--- src/ipf_pkg.sv ---
// constants for the interrupt persistence filter
package ipf_pkg;
  // register map
  localparam logic [7:0] REG_FILTER_SETTING = 8'h43;
  localparam logic [7:0] REG_SYSTEM_CONTROL = 8'h40;
  localparam int SETTING_W = 4;
  localparam int CNT_W = 4;
  localparam logic [3:0] SETTING_RESET = 4'h1;
  localparam logic [3:0] RESERVED_READ = 4'h0;
  localparam int INT_RESET_BIT = 6;
  // persistence setting values and counter constants
  localparam logic [3:0] SET_EVERY_DONE = 4'h0;
  localparam logic [3:0] SET_FOLLOW = 4'h1;
  localparam logic [3:0] SET_PAIR = 4'h2;
  localparam logic [3:0] CNT_ONE = 4'h1;
  localparam logic [3:0] CNT_ZERO = 4'h0;
endpackage : ipf_pkg

--- src/ipf_run_counter.sv ---
// counter of consecutive differing proximity judgements
module ipf_run_counter (
  // clock and reset
  input wire logic core_clk_i,
  input wire logic rst_i,
  // judgement strobe
  input wire logic step_i,
  input wire logic judge_i,
  input wire logic status_i,
  input wire logic [3:0] setting_i,
  // result
  output logic change_o
);
  logic [ipf_pkg::CNT_W-1:0] cnt;
  logic last_judge;
  logic [ipf_pkg::CNT_W-1:0] next_cnt;
  logic next_last_judge;
  logic [ipf_pkg::CNT_W-1:0] run_len;

  // run length including current judgement
  always_comb begin
    next_cnt = cnt;
    next_last_judge = last_judge;
    run_len = ipf_pkg::CNT_ONE;
    change_o = 1'b0;
    if (step_i) begin
      next_last_judge = judge_i;
      if (judge_i == status_i) begin
        next_cnt = ipf_pkg::CNT_ZERO;
      end else begin
        if (cnt != ipf_pkg::CNT_ZERO && last_judge == judge_i) begin
          run_len = cnt + ipf_pkg::CNT_ONE;
        end
        if (run_len >= setting_i) begin
          change_o = 1'b1;
          next_cnt = ipf_pkg::CNT_ZERO;
        end else begin
          next_cnt = run_len;
        end
      end
    end
  end

  // state registers
  always_ff @(posedge core_clk_i) begin
    if (rst_i) begin
      cnt <= ipf_pkg::CNT_ZERO;
      last_judge <= 1'b0;
    end else begin
      cnt <= next_cnt;
      last_judge <= next_last_judge;
    end
  end
endmodule : ipf_run_counter

--- src/ipf_filter.sv ---
// interrupt persistence filter with its setting register
// Overview of operation
// - persistence counting applies to proximity results only, never ambient light.
// - upper four setting bits read zero; lower four hold persistence.
// - setting resets to 0001, re-evaluating after every measurement.
// - setting 0000 activates interrupt on every completed measurement.
// - setting 0001 follows latest judgement after each measurement.
// - setting 0010 needs two agreeing judgements differing from status.
// - settings 3..15 need N identical consecutive judgements differing from status.
// - host writing interrupt-reset bit returns interrupt inactive.
module ipf_filter (
  // clock and reset
  input wire logic core_clk_i,
  input wire logic rst_i,
  // register port
  input wire logic reg_wr_i,
  input wire logic [7:0] reg_addr_i,
  input wire logic [7:0] reg_wdata_i,
  output logic [7:0] reg_rdata_o,
  // measurement results
  input wire logic prox_done_i,
  input wire logic prox_judge_i,
  input wire logic light_done_i,
  input wire logic light_judge_i,
  // interrupt status
  output logic irq_active_o
);
  logic [3:0] setting;
  logic irq_active;
  logic [7:0] rdata;
  logic [3:0] next_setting;
  logic next_irq_active;
  logic [7:0] next_rdata;
  logic run_change;
  logic int_reset;

  assign int_reset = reg_wr_i && reg_addr_i == ipf_pkg::REG_SYSTEM_CONTROL &&
                     reg_wdata_i[ipf_pkg::INT_RESET_BIT];

  // only proximity strobes step the counter
  ipf_run_counter u_run (
    .core_clk_i(core_clk_i),
    .rst_i(rst_i),
    .step_i(prox_done_i && setting > ipf_pkg::SET_FOLLOW),
    .judge_i(prox_judge_i),
    .status_i(irq_active),
    .setting_i(setting),
    .change_o(run_change)
  );

  // setting register and readback
  always_comb begin
    next_setting = setting;
    if (reg_wr_i && reg_addr_i == ipf_pkg::REG_FILTER_SETTING) begin
      next_setting = reg_wdata_i[ipf_pkg::SETTING_W-1:0];
    end
    next_rdata = 8'h00;
    if (reg_addr_i == ipf_pkg::REG_FILTER_SETTING) begin
      next_rdata = {ipf_pkg::RESERVED_READ, next_setting};
    end
  end

  // interrupt status decision
  always_comb begin
    next_irq_active = irq_active;
    if (setting == ipf_pkg::SET_EVERY_DONE) begin
      if (prox_done_i || light_done_i) begin
        next_irq_active = 1'b1;
      end
    end else if (setting == ipf_pkg::SET_FOLLOW) begin
      if (prox_done_i) begin
        next_irq_active = prox_judge_i;
      end else if (light_done_i) begin
        next_irq_active = light_judge_i;
      end
    end else begin
      if (light_done_i) begin
        next_irq_active = light_judge_i;
      end
      if (run_change) begin
        next_irq_active = ~irq_active;
      end
    end
    if (int_reset) begin
      next_irq_active = 1'b0;
    end
  end

  // registers
  always_ff @(posedge core_clk_i) begin
    if (rst_i) begin
      setting <= ipf_pkg::SETTING_RESET;
      irq_active <= 1'b0;
      rdata <= 8'h00;
    end else begin
      setting <= next_setting;
      irq_active <= next_irq_active;
      rdata <= next_rdata;
    end
  end

  assign reg_rdata_o = rdata;
  assign irq_active_o = irq_active;
endmodule : ipf_filter

--- config.mk ---
export PLATFORM = sky130hd
export DESIGN_NAME = ipf_filter
export DESIGN_NICKNAME = d
export VERILOG_FILES = /design/src/ipf_pkg.sv /design/src/ipf_run_counter.sv /design/src/ipf_filter.sv
export SDC_FILE = /design/constraint.sdc
export NUM_CORES = 1
export LEC_CHECK = 0
export BUFFER_PORTS_ARGS = -buffer_cell sky130_fd_sc_hd__buf_2
export CORE_MARGIN = 1
export CORE_UTILIZATION = 43
export DETAILED_ROUTE_END_ITERATION = 8
export HOLD_SLACK_MARGIN = 0.02
export PLACE_DENSITY = 0.79
export REMOVE_ABC_BUFFERS = 1
export SLEW_MARGIN = 30
export SYNTH_ARGS = -nofsm -noshare
export SYNTH_HDL_FRONTEND = slang
export SYNTH_SLANG_ARGS = --single-unit
--- constraint.sdc ---
create_clock -name core_clk_i -period 2.14 [get_ports core_clk_i]
set_input_delay 0.107 -clock core_clk_i [delete_from_list [all_inputs] [get_ports core_clk_i]]
set_output_delay 0.107 -clock core_clk_i [all_outputs]
set_load 0.01 [all_outputs]
==> reports/metrics.cfg <==
[run_status]
status = finished, violations left
violations = negative setup slack

[drt]
m1WireLength_um = 750
drc_errors = 0
vias = 757
dr.pass1.iters = 4
routed.top_layer = met4
antenna_left = 0
met2_length_um = 950
viasPerCell = 4.98
wl_met3_um = 69
drt-total-wl_um = 1790
drt-initial-drc-count = 11
wl_per_cell_um = 11.8

[worst_hold_path]
hold_end = setting[0]
worstHoldPathCells = 3
hold_start = reg_wdata_i[0]
hold_class = input port to flip-flop

[synth]
synth_top_area_share = 0.329
ys_ff_latch = 14
ys_seq_area_frac = 0.329
yosys_warnings = 0
syn_avg_cell_area_um2 = 9.05
synth_cell_types = 32
async_flop_share = 0
synth.largest_area_cell = dfxtp_1
yosys_most_used_dff = dfxtp_1
netlist_top_cells_area = dfxtp_1, ha_1, nor2_1
synthCells = 94
syn-cell-area_um2 = 851
synth-edff-count = 0
synth_common_cells = dfxtp_1, nor2_1, inv_1

[setup_path]
startpoint_type = flip-flop
timing.rr.end = u_run.cnt[1]
critical-path-max-stage-delay_ps = 440
reg2reg_from = u_run.last_judge
critical_path_arrival_ps = 2400
r2r_setup_slack_ps = -60
cpMostUsedCell = buf_4
crit_type = flip-flop to flip-flop
critPathMaxFanout = 4
cp-end-kind = flip-flop
path_cells = xor2_2 -> a21oi_4 -> buf_4 -> and2_4 -> ha_2 -> buf_4 -> o21a_4 -> a2111oi_4 -> nand2_1 -> a21oi_1
ff2ff_path_depth = 10
crit_slowest_cell = a2111oi_4
critPathRequiredTime_ps = 2350

[global_routing]
grt_start_max_net_pins = 12
grt_use_total = 0.208
grt_first_pass_wirelength_um = 3130
overflow = 0
first_global_vias = 756
antenna_found_initial = 0

[finish]
fillers = 160
insertedDiodeCount = 0
final_util = 0.646
fin_nets = 157
final_layout_size_suffix_gt1_frac = 0.441
area_delta_synth_final_pct = 35.4

[power_and_ir_drop]
powerDensity_mw_per_mm2 = 439
power.static_leakage_nw = 0.528
peakVddDrop_mv = 0.410
finalPower_mw = 0.505

[floorplanning]
io_pins = 32
die_y_um = 46.5
start_util = 0.477
design.core.area_mm2 = 0.00178
fp-row-count = 15
die-area_mm2 = 0.00216
die_x_um = 46.5

[sta]
finalCriticalPeriod_ps = 2200
fmax_mhz = 456
min_period_over_period = 1.03
finalSetupViolCount = 4
finalMaxSlewViolations = 0
holdWs_ps = 68.4
fin_ws_ps = -55.1
finClkSkew_ps = 6.86
rsz0062_at_grt = true
hold_viol_final = 0

[clock_network]
cts-root-buf = clkbuf_4
cts_buffers = 3
cts_sinks = 14
tritoncts = yes
cts_htree_levels = 1
clk_latency_ps = 280
cts_max_path_buffers = 2
clk_pin_slew_worst_paths_ps = 90

[placed_design]
dpl_worst_slack_ps = -208
io_buffers = 24
dp.final_hpwl_um = 1430
gp_congestion = 0.755

[flow_run]
maxCapViolCount = 0

worst max-delay path: cells and delay by family, from the launching register on:
kind	cells	cell delay, ps
AO/OA/AOI/OAI	4	830
flip-flops	1	380
buffers and inverters	2	280
AND/OR/NAND/NOR	2	250
XOR/XNOR	1	200
adder cells (fa/ha/maj)	1	170
layer usage:
layer,vias to the layer above,track usage
li1,386,-
met1,347,0.246
met2,20,0.350
met3,4,0.0510
met4,0,0.0941
met5,-,0
metrics by stage:
stage,instance area (um2),TNS [ps],instances
floorplan,823,-426,91
global placement,1030,-366,147
detailed placement,1030,-747,147
CTS,1140,-140,152
global route,1150,-667,152
finish,1150,-179,152
layout make-up:
type                            instances  area (um2)  share of cell area
Clock buffer                            4        36.3              0.0315
Sequential cell                        14         283               0.245
Timing Repair Buffer                   32         180               0.156
Multi-Input combinational cell         70         596               0.517
Tap cell                               25        31.3              0.0271
Inverter                                7        26.3              0.0228
cell families after synthesis:
logic type,Yosys count,share of synthesized area
other,1,0.00441
AOI/OAI and AO/OA,18,0.175
buffers and inverters,13,0.0765
xor gates and xnor gates,4,0.0412
adders and majority gates,6,0.0882
DFF,14,0.329
muxes,5,0.0588
and+or+nand+nor,33,0.226
worst max-delay path by stage:
stage / from / endpoint / slack, ps / cells after the start
detailed placement: u_run.cnt[0] / u_run.cnt[1] / -210 / 11
floorplan: u_run.cnt[0] / u_run.cnt[1] / -130 / 11
global placement: u_run.cnt[0] / u_run.cnt[1] / -100 / 11
global route: u_run.last_judge / u_run.cnt[0] / -190 / 10
CTS: u_run.cnt[1] / u_run.cnt[1] / -50 / 10
finish: u_run.last_judge / u_run.cnt[1] / -60 / 10
state kept, by name, summed over array words and instances (netlist names):
register          count
setting               4
irq_active_o          1
u_run.last_judge      1
reg_rdata_o           4
u_run.cnt             4
report_power, final:
group          internal (mW)  switching [mW]  total (mW)
clock                  0.103          0.0877       0.191
sequential             0.262         0.00208       0.264
combinational         0.0237          0.0264      0.0501
total                  0.389           0.116       0.505
repair_timing:
item / in CTS / in global routing
endpoints found under the setup margin: 4 / 4
setup buffers: 1 / 0
hold endpoints to repair: 0 / 0
pin swaps: 11 / 1
gates resized for setup: 15 / 2
hold buffers: 0 / 0
layout by cell type (no fill, tap or decap), types with 4 or more instances in the layout:
| cell | n |
|---|---|
| buf_2 | 24 |
| nand2_1 | 4 |
| dfxtp_1 | 12 |
| nand2b_1 | 4 |
| conb_1 | 4 |
| nor2_1 | 14 |
| buf_4 | 8 |
| inv_1 | 5 |
| mux2i_1 | 5 |
(Power assumes the default switching activity.)
